<file path="src/verilog/lbt_defines.svh">
// constants of the backup and turnaround sequencer
`ifndef LBT_DEFINES_SVH
`define LBT_DEFINES_SVH
`define LBT_CLK_PERIOD_NS 10
`define LBT_CYC_PER_US (1000 / `LBT_CLK_PERIOD_NS)
`define LBT_BACKUP_TMO_US 2000
`define LBT_GUARD_TMO_US 1000
`define LBT_TRACK_TMO_US 1000
`define LBT_CODE_NONE 8'h00
`define LBT_CODE_32 8'h32
`define LBT_CODE_33 8'h33
`define LBT_CODE_34 8'h34
`define LBT_CODE_35 8'h35
`define LBT_CODE_36 8'h36
`define LBT_CODE_37 8'h37
`define LBT_GUARD_PULSES 4'h6
`define LBT_FWD_PULSES 4'h4
`define LBT_REG_STATUS 6'h00
`define LBT_REG_IRQ_STAT 6'h01
`define LBT_REG_IRQ_CLR 6'h02
`define LBT_REG_IRQ_EN 6'h03
`define LBT_REG_CTRL 6'h04
`define LBT_CTRL_RTZ 0
`define LBT_CTRL_CLEAR 1
`define LBT_IRQ_ERROR 0
`define LBT_IRQ_DONE 1
`define LBT_IRQ_RETRY 2
`define LBT_IRQ_W 3
`define LBT_RESP_OKAY 2'h0
`define LBT_RESP_SLVERR 2'h2
`endif

</file>
<file path="src/verilog/lbt_pkg.sv">
// types of the backup and turnaround sequencer
package lbt_pkg;
	typedef enum logic [2:0] {S_IDLE, S_BACKUP, S_GUARD, S_TURN, S_TRACK, S_ERROR} lbt_state_t;
endpackage : lbt_pkg

</file>
<file path="src/verilog/lbt_seq.sv">
// backup and turnaround sequencer with its register slave
`timescale 1ns/1ps
`include "lbt_defines.svh"
module lbt_seq #(
	parameter int TW = 20,
	parameter int BACKUP_CYC = `LBT_BACKUP_TMO_US * `LBT_CYC_PER_US,
	parameter int GUARD_CYC = `LBT_GUARD_TMO_US * `LBT_CYC_PER_US,
	parameter int TRACK_CYC = `LBT_TRACK_TMO_US * `LBT_CYC_PER_US
) (
	input wire logic aclk, // 100 MHz clock
	input wire logic aresetn, // synchronous reset, low
	input wire logic backup_start, // load sequence enters backup
	input wire logic rtz_cmd, // return_to_cylinder_zero pulse
	input wire logic fault_clear, // operator fault-clear button
	input wire logic overspeed, // head velocity too high
	input wire logic guardband, // outer guardband seen
	input wire logic cyl_pulse, // servo cylinder pulse
	input wire logic demod_ok, // demodulator valid
	output logic [7:0] status_code, // two hex digit status
	output logic reverse_dir, // reverse direction command
	output logic forward_dir, // forward direction command
	output logic servo_enable, // servo loop enabled
	output logic heads_unload, // retract heads
	output logic initial_load_lamp, // first-seek error lamp
	output logic fault_lamp, // fault indicator
	output logic drive_trouble, // fault line to controller
	output logic seek_error, // positioning error line
	output logic seek_end, // positioning done line
	output logic load_request, // pulse: start a fresh load
	output logic seq_done, // pulse: track -1 reached
	output logic irq, // level interrupt
	input wire logic [7:0] s_axi_awaddr, // write address
	input wire logic s_axi_awvalid, // write address valid
	output logic s_axi_awready, // write address ready
	input wire logic [31:0] s_axi_wdata, // write data
	input wire logic [3:0] s_axi_wstrb, // write strobes
	input wire logic s_axi_wvalid, // write data valid
	output logic s_axi_wready, // write data ready
	output logic [1:0] s_axi_bresp, // write response
	output logic s_axi_bvalid, // write response valid
	input wire logic s_axi_bready, // write response ready
	input wire logic [7:0] s_axi_araddr, // read address
	input wire logic s_axi_arvalid, // read address valid
	output logic s_axi_arready, // read address ready
	output logic [31:0] s_axi_rdata, // read data
	output logic [1:0] s_axi_rresp, // read response
	output logic s_axi_rvalid, // read data valid
	input wire logic s_axi_rready // read data ready
);
	if (TW < 2 || BACKUP_CYC < 1 || GUARD_CYC < 1 || TRACK_CYC < 1 ||
		BACKUP_CYC >= 2**TW || GUARD_CYC >= 2**TW || TRACK_CYC >= 2**TW)
	begin : g_chk
		$error("lbt_seq: timeout counts do not fit the timer");
	end

	////////////////////////////////////////////////////////////////////////////
	// state
	lbt_pkg::lbt_state_t state_reg, state_next;
	logic [7:0] code_reg, code_next;
	logic [3:0] cnt_reg, cnt_next;
	logic first_reg, first_next;
	logic rtz_reg, rtz_next;
	logic retry_reg, retry_next;
	logic unload_reg, unload_next;
	logic float_reg, float_next;
	logic rev_reg, fwd_reg;
	logic ldreq_reg, ldreq_next, done_reg, done_next, rty_ev;
	logic cyl_prev_reg;
	logic tload;
	logic [TW-1:0] tval;
	logic texp;
	logic raise, raise_unload;
	logic [7:0] raise_code;
	logic sw_rtz, sw_clr;

	wire cyl_edge = cyl_pulse & ~cyl_prev_reg;
	wire rtz_req = rtz_cmd | sw_rtz;
	wire clear_req = fault_clear | sw_clr;
	wire in_err = (state_reg == lbt_pkg::S_ERROR);
	// codes 32..35 restart the whole load, 36/37 only reseek
	wire code_reload = (code_reg >= `LBT_CODE_32) && (code_reg <= `LBT_CODE_35);

	lbt_timer #(.W(TW)) u_tmr (
		.aclk(aclk),
		.aresetn(aresetn),
		.load(tload),
		.load_val(tval),
		.expired(texp)
	);

	////////////////////////////////////////////////////////////////////////////
	// sequencing
	always_comb
	begin
		state_next = state_reg;
		code_next = code_reg;
		cnt_next = cnt_reg;
		first_next = first_reg;
		rtz_next = rtz_reg;
		retry_next = retry_reg;
		unload_next = unload_reg;
		float_next = float_reg;
		ldreq_next = 1'b0;
		done_next = 1'b0;
		rty_ev = 1'b0;
		tload = 1'b0;
		tval = TW'(BACKUP_CYC);
		raise = 1'b0;
		raise_unload = 1'b0;
		raise_code = `LBT_CODE_NONE;
		unique case (state_reg)
			lbt_pkg::S_IDLE:
			begin
				// a command during the first seek waits for the load itself
				if (backup_start || (rtz_req && !first_reg))
				begin
					state_next = lbt_pkg::S_BACKUP;
					code_next = `LBT_CODE_NONE;
					rtz_next = !backup_start;
					retry_next = 1'b0;
					tload = 1'b1;
				end
			end
			lbt_pkg::S_BACKUP:
			begin
				if (overspeed)
				begin
					raise = 1'b1;
					raise_unload = 1'b1;
					raise_code = `LBT_CODE_32;
				end
				else if (texp)
				begin
					raise = 1'b1;
					raise_unload = 1'b1;
					raise_code = `LBT_CODE_33;
				end
				else if (guardband)
				begin
					state_next = lbt_pkg::S_GUARD;
					code_next = `LBT_CODE_34;
					cnt_next = 4'h0;
					tval = TW'(GUARD_CYC);
					tload = 1'b1;
				end
			end
			lbt_pkg::S_GUARD:
			begin
				if (!demod_ok || texp)
				begin
					raise = 1'b1;
					raise_code = `LBT_CODE_34;
				end
				else if (cyl_edge)
				begin
					cnt_next = cnt_reg + 4'h1;
					if (cnt_reg == `LBT_GUARD_PULSES - 4'h1)
					begin
						state_next = lbt_pkg::S_TURN;
						code_next = `LBT_CODE_35;
						cnt_next = 4'h0;
						tval = TW'(GUARD_CYC);
						tload = 1'b1;
					end
				end
			end
			lbt_pkg::S_TURN:
			begin
				if (!demod_ok || texp)
				begin
					raise = 1'b1;
					raise_code = `LBT_CODE_35;
				end
				else if (cyl_edge)
				begin
					cnt_next = cnt_reg + 4'h1;
					if (cnt_reg == `LBT_FWD_PULSES - 4'h1)
					begin
						state_next = lbt_pkg::S_TRACK;
						code_next = `LBT_CODE_37;
						tval = TW'(TRACK_CYC);
						tload = 1'b1;
					end
				end
				else if (!guardband)
				begin
					raise = 1'b1;
					raise_code = `LBT_CODE_36;
				end
			end
			lbt_pkg::S_TRACK:
			begin
				if (!demod_ok || texp)
				begin
					raise = 1'b1;
					raise_unload = !demod_ok;
					raise_code = `LBT_CODE_37;
				end
				else if (cyl_edge)
				begin
					state_next = lbt_pkg::S_IDLE;
					code_next = `LBT_CODE_NONE;
					first_next = 1'b0;
					done_next = 1'b1;
				end
			end
			lbt_pkg::S_ERROR:
			begin
				if (first_reg && clear_req)
				begin
					state_next = lbt_pkg::S_IDLE;
					code_next = `LBT_CODE_NONE;
					ldreq_next = 1'b1;
					unload_next = 1'b0;
					float_next = 1'b0;
				end
				else if (!first_reg && rtz_req && code_reload)
				begin
					state_next = lbt_pkg::S_IDLE;
					code_next = `LBT_CODE_NONE;
					ldreq_next = 1'b1;
					unload_next = 1'b0;
					float_next = 1'b0;
				end
				else if (!first_reg && rtz_req)
				begin
					state_next = lbt_pkg::S_BACKUP;
					code_next = `LBT_CODE_NONE;
					rtz_next = 1'b1;
					retry_next = 1'b0;
					unload_next = 1'b0;
					float_next = 1'b0;
					tload = 1'b1;
				end
			end
		endcase
		if (raise)
		begin
			code_next = raise_code;
			if (rtz_reg && !first_reg && !retry_reg && raise_unload && state_reg == lbt_pkg::S_BACKUP)
			begin
				state_next = lbt_pkg::S_BACKUP;
				retry_next = 1'b1;
				rty_ev = 1'b1;
				tload = 1'b1;
			end
			else
			begin
				state_next = lbt_pkg::S_ERROR;
				unload_next = raise_unload || first_reg;
				float_next = !(raise_unload || first_reg);
			end
		end
	end

	// code held till recovery
	// the code register keeps an error until its recovery path runs
	always_ff @(posedge aclk)
	begin
		if (!aresetn)
		begin
			state_reg <= lbt_pkg::S_IDLE;
			code_reg <= `LBT_CODE_NONE;
			cnt_reg <= 4'h0;
			first_reg <= 1'b1;
			rtz_reg <= 1'b0;
			retry_reg <= 1'b0;
			unload_reg <= 1'b0;
			float_reg <= 1'b0;
			ldreq_reg <= 1'b0;
			done_reg <= 1'b0;
			cyl_prev_reg <= 1'b0;
			rev_reg <= 1'b0;
			fwd_reg <= 1'b0;
		end
		else
		begin
			state_reg <= state_next;
			code_reg <= code_next;
			cnt_reg <= cnt_next;
			first_reg <= first_next;
			rtz_reg <= rtz_next;
			retry_reg <= retry_next;
			unload_reg <= unload_next;
			float_reg <= float_next;
			ldreq_reg <= ldreq_next;
			done_reg <= done_next;
			cyl_prev_reg <= cyl_pulse;
			rev_reg <= (state_next == lbt_pkg::S_BACKUP) || (state_next == lbt_pkg::S_GUARD);
			fwd_reg <= (state_next == lbt_pkg::S_TURN) || (state_next == lbt_pkg::S_TRACK);
		end
	end

	////////////////////////////////////////////////////////////////////////////
	// indications; sets both lines outside the first seek
	assign status_code = code_reg;
	assign reverse_dir = rev_reg;
	assign forward_dir = fwd_reg;
	assign servo_enable = !float_reg;
	assign heads_unload = unload_reg;
	assign initial_load_lamp = in_err && first_reg;
	assign fault_lamp = in_err && first_reg;
	assign drive_trouble = in_err && first_reg;
	assign seek_error = in_err && !first_reg;
	assign seek_end = in_err && !first_reg;
	assign load_request = ldreq_reg;
	assign seq_done = done_reg;

	////////////////////////////////////////////////////////////////////////////
	// interrupts: status sets win over a clear in the same cycle
	logic [`LBT_IRQ_W-1:0] ist_reg, ien_reg;
	logic [`LBT_IRQ_W-1:0] iev;
	logic wr_go, rd_go;
	wire [5:0] waddr = s_axi_awaddr[7:2];
	wire [5:0] raddr = s_axi_araddr[7:2];
	wire wr_lane0 = wr_go && s_axi_wstrb[0];
	wire [`LBT_IRQ_W-1:0] iclr = (wr_lane0 && waddr == `LBT_REG_IRQ_CLR) ? s_axi_wdata[`LBT_IRQ_W-1:0] : '0;
	assign iev[`LBT_IRQ_ERROR] = (state_next == lbt_pkg::S_ERROR) && !in_err;
	assign iev[`LBT_IRQ_DONE] = done_next;
	assign iev[`LBT_IRQ_RETRY] = rty_ev;
	assign irq = |(ist_reg & ien_reg);
	assign sw_rtz = wr_lane0 && (waddr == `LBT_REG_CTRL) && s_axi_wdata[`LBT_CTRL_RTZ];
	assign sw_clr = wr_lane0 && (waddr == `LBT_REG_CTRL) && s_axi_wdata[`LBT_CTRL_CLEAR];

	always_ff @(posedge aclk)
	begin
		if (!aresetn)
		begin
			ist_reg <= '0;
			ien_reg <= '0;
		end
		else
		begin
			ist_reg <= (ist_reg & ~iclr) | iev;
			if (wr_lane0 && waddr == `LBT_REG_IRQ_EN)
				ien_reg <= s_axi_wdata[`LBT_IRQ_W-1:0];
		end
	end

	////////////////////////////////////////////////////////////////////////////
	// register slave: write taken when address and data both present
	logic bvalid_reg, rvalid_reg;
	logic [1:0] bresp_reg, rresp_reg;
	logic [31:0] rdata_reg;
	wire wmap = (waddr <= `LBT_REG_CTRL);
	wire rmap = (raddr <= `LBT_REG_CTRL);
	wire [31:0] rsel = (raddr == `LBT_REG_STATUS) ?
		{13'h0000, retry_reg, rtz_reg, first_reg, 5'h00, state_reg, code_reg} :
		(raddr == `LBT_REG_IRQ_STAT) ? {29'h00000000, ist_reg} :
		(raddr == `LBT_REG_IRQ_EN) ? {29'h00000000, ien_reg} : 32'h00000000;
	assign wr_go = s_axi_awvalid && s_axi_wvalid && !bvalid_reg;
	assign rd_go = s_axi_arvalid && !rvalid_reg;
	assign s_axi_awready = wr_go;
	assign s_axi_wready = wr_go;
	assign s_axi_arready = rd_go;
	assign s_axi_bvalid = bvalid_reg;
	assign s_axi_bresp = bresp_reg;
	assign s_axi_rvalid = rvalid_reg;
	assign s_axi_rresp = rresp_reg;
	assign s_axi_rdata = rdata_reg;

	always_ff @(posedge aclk)
	begin
		if (!aresetn)
		begin
			bvalid_reg <= 1'b0;
			bresp_reg <= `LBT_RESP_OKAY;
			rvalid_reg <= 1'b0;
			rresp_reg <= `LBT_RESP_OKAY;
			rdata_reg <= 32'h00000000;
		end
		else
		begin
			if (wr_go)
			begin
				bvalid_reg <= 1'b1;
				bresp_reg <= wmap ? `LBT_RESP_OKAY : `LBT_RESP_SLVERR;
			end
			else if (s_axi_bready)
				bvalid_reg <= 1'b0;
			if (rd_go)
			begin
				rvalid_reg <= 1'b1;
				rresp_reg <= rmap ? `LBT_RESP_OKAY : `LBT_RESP_SLVERR;
				rdata_reg <= rmap ? rsel : 32'h00000000;
			end
			else if (s_axi_rready)
				rvalid_reg <= 1'b0;
		end
	end
endmodule : lbt_seq

</file>
<file path="src/verilog/lbt_timer.sv">
// phase timeout down-counter
`timescale 1ns/1ps
module lbt_timer #(
	parameter int W = 20
) (
	input wire logic aclk, // system clock
	input wire logic aresetn, // synchronous reset, low
	input wire logic load, // restart the count
	input wire logic [W-1:0] load_val, // cycles until expiry
	output logic expired // high once the count is spent
);
	logic [W-1:0] cnt_reg;
	// zero after reset reads as expired; every timed phase loads on entry
	always_ff @(posedge aclk)
	begin
		if (!aresetn)
			cnt_reg <= '0;
		else if (load)
			cnt_reg <= load_val;
		else if (cnt_reg != '0)
			cnt_reg <= cnt_reg - 1'b1;
	end
	assign expired = (cnt_reg == '0);
endmodule : lbt_timer
</file>
<file path="config.mk">
export PLATFORM = sky130hd
export DESIGN_NAME = lbt_seq
export DESIGN_NICKNAME = d
export VERILOG_FILES = /design/src/verilog/lbt_pkg.sv /design/src/verilog/lbt_seq.sv /design/src/verilog/lbt_timer.sv
export VERILOG_INCLUDE_DIRS = /design/src /design/src/verilog
export SDC_FILE = /design/constraint.sdc
export NUM_CORES = 1
export LEC_CHECK = 0
export ABC_CLOCK_PERIOD_IN_PS = 6100
export BUFFER_PORTS_ARGS = -buffer_cell sky130_fd_sc_hd__buf_2
export CAP_MARGIN = 10
export CORE_MARGIN = 5
export CORE_UTILIZATION = 54
export CTS_CLUSTER_SIZE = 14
export DETAILED_ROUTE_END_ITERATION = 10
export GPL_TIMING_DRIVEN = 0
export PLACE_DENSITY = 0.86
export SLEW_MARGIN = 40
export SYNTH_ARGS = -nofsm -noshare
export SYNTH_HDL_FRONTEND = slang
export SYNTH_SLANG_ARGS = --single-unit
</file>
<file path="constraint.sdc">
create_clock -name aclk -period 6.1 [get_ports aclk]
set_input_delay 1.22 -clock aclk [delete_from_list [all_inputs] [get_ports aclk]]
set_output_delay 1.22 -clock aclk [all_outputs]
set_load 0.005 [all_outputs]
</file>
==> out/qor.csv, run 1 <==
metric,value,unit
status,"finished, final reports clean",
synth.distinct_cells,68,
ys_async_sr_fraction,0,
rsz0062_at_grt,no,
netlist_top_cells_area,"dfxtp_1, buf_4, nor2_1, a21oi_1, nand2_1",
synthSimpleGateAreaFrac,0.287,
synth_top_cell_by_area,dfxtp_1,
io_buffers,61,
crit_chain,"buf_2, and4b_1, and4_1, o21ai_0, a21o_1, clkbuf_1, nand3_1, or4_1, nand2_1",
grt_pass1_vias,3484,
fin_tns_setup,0,ns
io_pins,127,
netlist_area,3630,um^2
holdWs,0.448,ns
dieArea,8470,um^2
clockBufferDepth,2,
muxShareOfSynthArea,0.0110,
chipWidth,92.0,um
diodes,0,
grt_antenna_before_repair,0,
grt_max_degree,13,
post-route-period-util,0.576,
routed_wl,10400,um
clkSinkCount,61,
final_common_cell,buf_2,
drv_cap,0,
finClkSkew,0.00886,ns
layout_common_cells,"buf_2, dfxtp_1, nor2_1",
clock_latency,0.35,ns
clock.fmax,0.284,GHz
ir_worst_vdd,0.295,mV
synth_top_family_by_area,simple AND/OR/NAND/NOR gates,
relSlewSlack,0.518,
core,6460,um^2
cp-end-kind,flop,
via_per_inst,5.93,
drive_gt1_frac,0.238,
clkSlewWorstSetupHoldPaths,0.07,ns
cts-root-buf,clkbuf_8,
drtPass1Iterations,8,
gp_routability_congestion,0.952,
path_class,in -> reg,
tightest_slew,0.718,ns
area_delta_synth_final,19.1,%
cts_tree,done,
initial_core_util,0.563,
yosys_register_bits,61,
final_max_slew_viol_count,0,
die_h,92.0,um
crit_family,simple AND/OR/NAND/NOR gates,
postPlaceCellArea,4130,um^2
cts_buffers,9,
start_kind,input port,
synth-compound-area-share,0.206,
synth_top_flop_cell,dfxtp_1,
hpwl,7670,um
utilization,0.670,
synth_cells,453,
setup_violations,0,
postSynthAreaPerCell,8.02,um^2
power.leakage,1.92,nW
synth_seq_area_share,0.336,
worst_slack,2.58,ns
grt_pass1_wl,16900,um
avgRoutedWirePerCell,16.4,um
drt_iter0_drc,382,
worst-path-buf-inv,2,
track_usage,0.245,
cts_max_level,3,
largest_reg_flops,20,
cp.required,6.39,ns
cpPeakStageDelay,0.61,ns
place_ws,2.37,ns
cts_hold_buffers,0,
power_density,438,nW/um^2
worst-endpoint-arrival,3.81,ns
nets,620,
drc,0,
path_max_fanout,10,
design_area,4330,um^2
post-route-min-period,3.52,ns
synth.top_cell.area_share,0.336,
dr_total_vias,3746,
final_antenna_net_count,0,
hold_viol,0,
slowest_stage,or4_1,
synth-edff-count,0,
yosys_warnings,0,
post_cts_buffers,0,
cts_resized,0,
rows,29,
yosys.area_share.adder,0.0138,
hold_class,reg -> reg,
fillers,557,
synth_xor_area_frac,0.0458,
overflow,0,
## logic make-up (layout without fill, tap and decap cells)
logic type	Yosys count	after routing
DFF	61	61
buffers and inverters	61	138
muxes	4	4
and+or+nand+nor	192	192
other	1	26
xor gates and xnor gates	19	19
AOI/OAI and AO/OA	111	111
adders and majority gates	4	4
## Yosys cell counts (all sizes together) (2+ instances only)
cell	number
o221a	3
o211a	2
a21oi	34
nand3b	3
nand3	21
clkbuf	11
mux2i	4
a311oi	3
or4	7
and2	6
o21ai	19
or2	3
o31ai	2
or3b	2
nor2b	11
and4	4
o21a	2
nor2	50
nor4	5
xor2	9
nand2	34
nor3b	3
and3	3
a21o	4
nand2b	9
o2bb2ai	2
dfxtp	61
o21bai	2
xnor2	10
a22o	2
or3	8
o211ai	5
o22ai	2
a41oi	3
a31oi	6
a21boi	4
nor3	14
buf	39
inv	10
a211o	2
nand4	6
a31o	3
ha	4
a211oi	5
## power by group
part	switching, mW	internal [mW]	total, mW
registers	0.0913	0.486	0.578
logic	0.562	0.387	0.949
clock network	0.178	0.190	0.368
## routing by layer
layer,wire length (um),part of all wire,track usage
met5,0,0,0
met2,5030,0.48,0.401
met3,1070,0.10,0.0622
met4,310,0.030,0.120
met1,3980,0.38,0.300
## path summary, 6_finish.rpt
| path | cells after the start | startpoint | end | slack [ns] |
|---|---|---|---|---|
| max | 9 | s_axi_awvalid | u_tmr.cnt_reg[13]$_SDFFE_PN0P_ | 2.58 |
| min | 2 | s_axi_rdata[10]$_SDFFE_PN0P_ | s_axi_rdata[10]$_SDFFE_PN0P_ | 0.45 |
| max reg2reg | 9 | state_reg[2]$_SDFF_PN0_ | u_tmr.cnt_reg[13]$_SDFFE_PN0P_ | 3.08 |
| min reg2reg | 2 | s_axi_rdata[10]$_SDFFE_PN0P_ | s_axi_rdata[10]$_SDFFE_PN0P_ | 0.45 |
## layout make-up
| class | instances | area, um^2 | area share |
|---|---|---|---|
| multi-input cells | 356 | 2150 | 0.496 |
| flip-flops and latches | 61 | 1220 | 0.282 |
| plain buffers | 50 | 318 | 0.0734 |
| repair buffers | 61 | 305 | 0.0705 |
| clock buffers | 9 | 124 | 0.0286 |
| well taps | 77 | 96.3 | 0.0223 |
| clock inverters | 7 | 75.1 | 0.0173 |
| inverters | 11 | 41.3 | 0.00954 |
## worst min-delay path: cells and delay by family, from the launching register on
kind / cells / cell delay (ns)
DFF: 1 / 0.31
AOI/OAI and AO/OA: 1 / 0.05
and+or+nand+nor: 1 / 0.05
## metrics by stage
stage | power (mW) | cells
finish | 1.89 | 632
global route | 2.02 | 632
CTS | 1.87 | 632
detailed placement | 1.50 | 616
global placement | 1.47 | 616
floorplan | 1.27 | 478
(Power assumes the default switching activity.)
==> run 2, diff against run 1 <==
ABC_CLOCK_PERIOD_IN_PS = 3580   (was 6100)
CORE_UTILIZATION = 51   (was 54)
PLACE_DENSITY = 0.82   (was 0.86)
clock period = 3.58 ns   (was 6.1 ns; I/O delays follow)
==> run 2 against run 1 <==
Against the previous run:
- hold slack gained 0.0064 ns
- routed wire length shrank 0.93%
- critical path type is now reg -> reg
- clock skew grew 0.0020 ns
- design area is the same
- die area grew 5.2%
- flip-flop and latch count is the same
- utilization shrank 4.0 points
- largest cell class unchanged
- via count shrank 1.9%
- non-clock buffer count is the same
- clock power grew 50%
- sequential power grew 69%
- total power grew 65%
==> out/qor.csv, run 2 (synthesis results as in run 1) <==
metric,value,unit,change
power_density,724,nW/um^2,+65%
hpwl,7900,um,+3.0%
power_frac_clock,0.176,,-0.018
postPlaceCellArea,4150,um^2,+0.58%
switching_share,0.444,,+0.00537
grt_max_degree,13,,unchanged
dieArea,8910,um^2,+5.2%
chipWidth,94.4,um,+2.6%
worst-endpoint-arrival,3.28,ns,-0.53 ns
area_delta_synth_final,19.1,%,unchanged
final_common_cell,buf_2,,
grt_antenna_before_repair,0,,unchanged
cts_hold_buffers,0,,unchanged
grt_pass1_vias,3562,,+2.2%
pwr-share-seq,0.312,,+0.007
setup_violations,0,,unchanged
relSlewSlack,0.463,,-0.0547
track_usage,0.235,,-0.0101
via_per_inst,5.65,,-4.8%
wl_met1,4160,um,+4.3%
hold_viol,0,,unchanged
design_area,4330,um^2,unchanged
overflow,0,,unchanged
clockBufferDepth,2,,unchanged
fin_tns_setup,0,ns,unchanged
cp-end-kind,flop,,
drive_gt1_frac,0.238,,unchanged
initial_core_util,0.529,,-0.0336
path_max_fanout,10,,unchanged
drc,0,,unchanged
start_kind,flop,,
avgRoutedWirePerCell,15.8,um,-3.8%
tightest_slew,0.799,ns,+0.0814 ns
largest_reg_flops,20,,unchanged
drv_cap,0,,unchanged
core,6870,um^2,+6.4%
drt_iter0_drc,304,,-20%
reg2reg_depth,9,,unchanged
power.leakage,1.92,nW,-0.33%
cts_tree,done,,
status,"finished, final reports clean",,
timing.rr.start,state_reg[2]$_SDFF_PN0_,,
clkSinkCount,61,,unchanged
total_power,3.13,mW,+65%
io_pins,127,,unchanged
dr_total_vias,3675,,-1.9%
finClkSkew,0.0108,ns,+0.00198 ns
gp_routability_congestion,0.897,,-5.8%
switchingPower,1.39,mW,+67%
slowest_stage,or4_1,,
ir_worst_vdd,0.541,mV,+83%
hold_path_depth,2,,unchanged
power_frac_comb,0.512,,+0.011
crit_family,simple AND/OR/NAND/NOR gates,,
cts_buffers,9,,unchanged
worst-path-buf-inv,3,,+1
final_max_slew_viol_count,0,,unchanged
post-route-period-util,0.834,,
clock.fmax,0.335,GHz,
rsz0062_at_grt,no,,
cts-root-buf,clkbuf_8,,
post_cts_buffers,0,,unchanged
drtPass1Iterations,5,,-3
die_h,94.4,um,+2.6%
hold_class,reg -> reg,,
io_buffers,61,,unchanged
diodes,0,,unchanged
crit_chain,"buf_2, clkbuf_1, nor2_1, o21ai_0, a21o_1, clkbuf_1, nand3_1, or4_1, nand2_1",,
final_antenna_net_count,0,,unchanged
holdCritStartpoint,s_axi_rdata[9]$_SDFFE_PN0P_,,
cts_resized,0,,unchanged
top_layer_used,met4,,
clkSlewWorstSetupHoldPaths,0.08,ns,about the same
post-route-min-period,2.98,ns,
cp.required,3.88,ns,-2.51 ns
cpPeakStageDelay,0.61,ns,about the same
internal_power,1.74,mW,+64%
layout_common_cells,"buf_2, dfxtp_1, nor2_1",,
clock_latency,0.36,ns,about the same
routed_wl,10300,um,-0.93%
timing.rr.end,u_tmr.cnt_reg[13]$_SDFFE_PN0P_,,
whs_endpoint,s_axi_rdata[9]$_SDFFE_PN0P_,,
holdWs,0.454,ns,+0.00640 ns
wl_met2,5020,um,-0.26%
grt_pass1_wl,16600,um,-1.8%
path_class,reg -> reg,,
met3_length,839,um,-21%
cts_max_level,3,,unchanged
rows,30,,+3.4%
crit_top_cell,clkbuf_1,,
rrSetupSlack,0.60,ns,-2.48 ns
nets,620,,unchanged
==> run 2: changes by cell type in the layout (fill, tap and decap cells not counted) <==
cell / delta
bufinv_16: -1
clkinv_2: +1
clkinv_4: +1
clkinvlp_4: -1
==> run 2: worst register-to-register path: stages (launching register included) <==
cell and delay, ns:
dfxtp_1 0.37, buf_2 0.23, clkbuf_1 0.45, nor2_1 0.07, o21ai_0 0.12, a21o_1 0.19
clkbuf_1 0.39, nand3_1 0.43, or4_1 0.61, nand2_1 0.08
==> run 2: how the worst max path moves through the flow <==
stage / start / endpoint / slack (ns) / cells after the start
final: state_reg[2]$_SDFF_PN0_ / u_tmr.cnt_reg[13]$_SDFFE_PN0P_ / 0.60 / 9
after detailed placement: s_axi_wstrb[0] / u_tmr.cnt_reg[13]$_SDFFE_PN0P_ / 0.32 / 9
after global routing: state_reg[2]$_SDFF_PN0_ / u_tmr.cnt_reg[13]$_SDFFE_PN0P_ / 0.36 / 9
after CTS: state_reg[2]$_SDFF_PN0_ / u_tmr.cnt_reg[13]$_SDFFE_PN0P_ / 0.65 / 9
after floorplan: s_axi_wstrb[0] / u_tmr.cnt_reg[13]$_SDFFE_PN0P_ / 0.89 / 8
after global placement: s_axi_wstrb[0] / u_tmr.cnt_reg[13]$_SDFFE_PN0P_ / 0.36 / 9
==> run 2: final cells by class <==
type                       count  area [um^2]
multi-input combinational    356         2150
inverter                      11         41.3
clock buffer                   9          124
buffer                        50          318
tap                           96          120
fill                         616         2540
sequential                    61         1220
clock inverter                 7         51.3
timing repair buffer          61          305
==> run 2: power by group through the flow <==
stage | Clock, mW | Sequential [mW] | Combinational [mW]
finish | 0.552 | 0.979 | 1.60
global route | 0.591 | 0.997 | 1.79
CTS | 0.555 | 0.976 | 1.58
detailed placement | 0 | 0.989 | 1.57
global placement | 0 | 0.981 | 1.55
floorplan | 0 | 0.957 | 1.21
==> run 2: through the flow <==
step / std cells / util / worst slack [ns]
global route: 651 / 0.630 / 0.362
global placement: 635 / 0.605 / 0.359
detailed placement: 635 / 0.605 / 0.321
floorplan: 478 / - / 0.888
CTS: 651 / 0.630 / 0.650
finish: 651 / 0.630 / 0.596
==> run 2: metal layers <==
layer,up-vias,global-route usage
li1,1772,-
met1,1721,0.288
met2,152,0.392
met3,30,0.0454
met4,0,0.120
met5,-,0
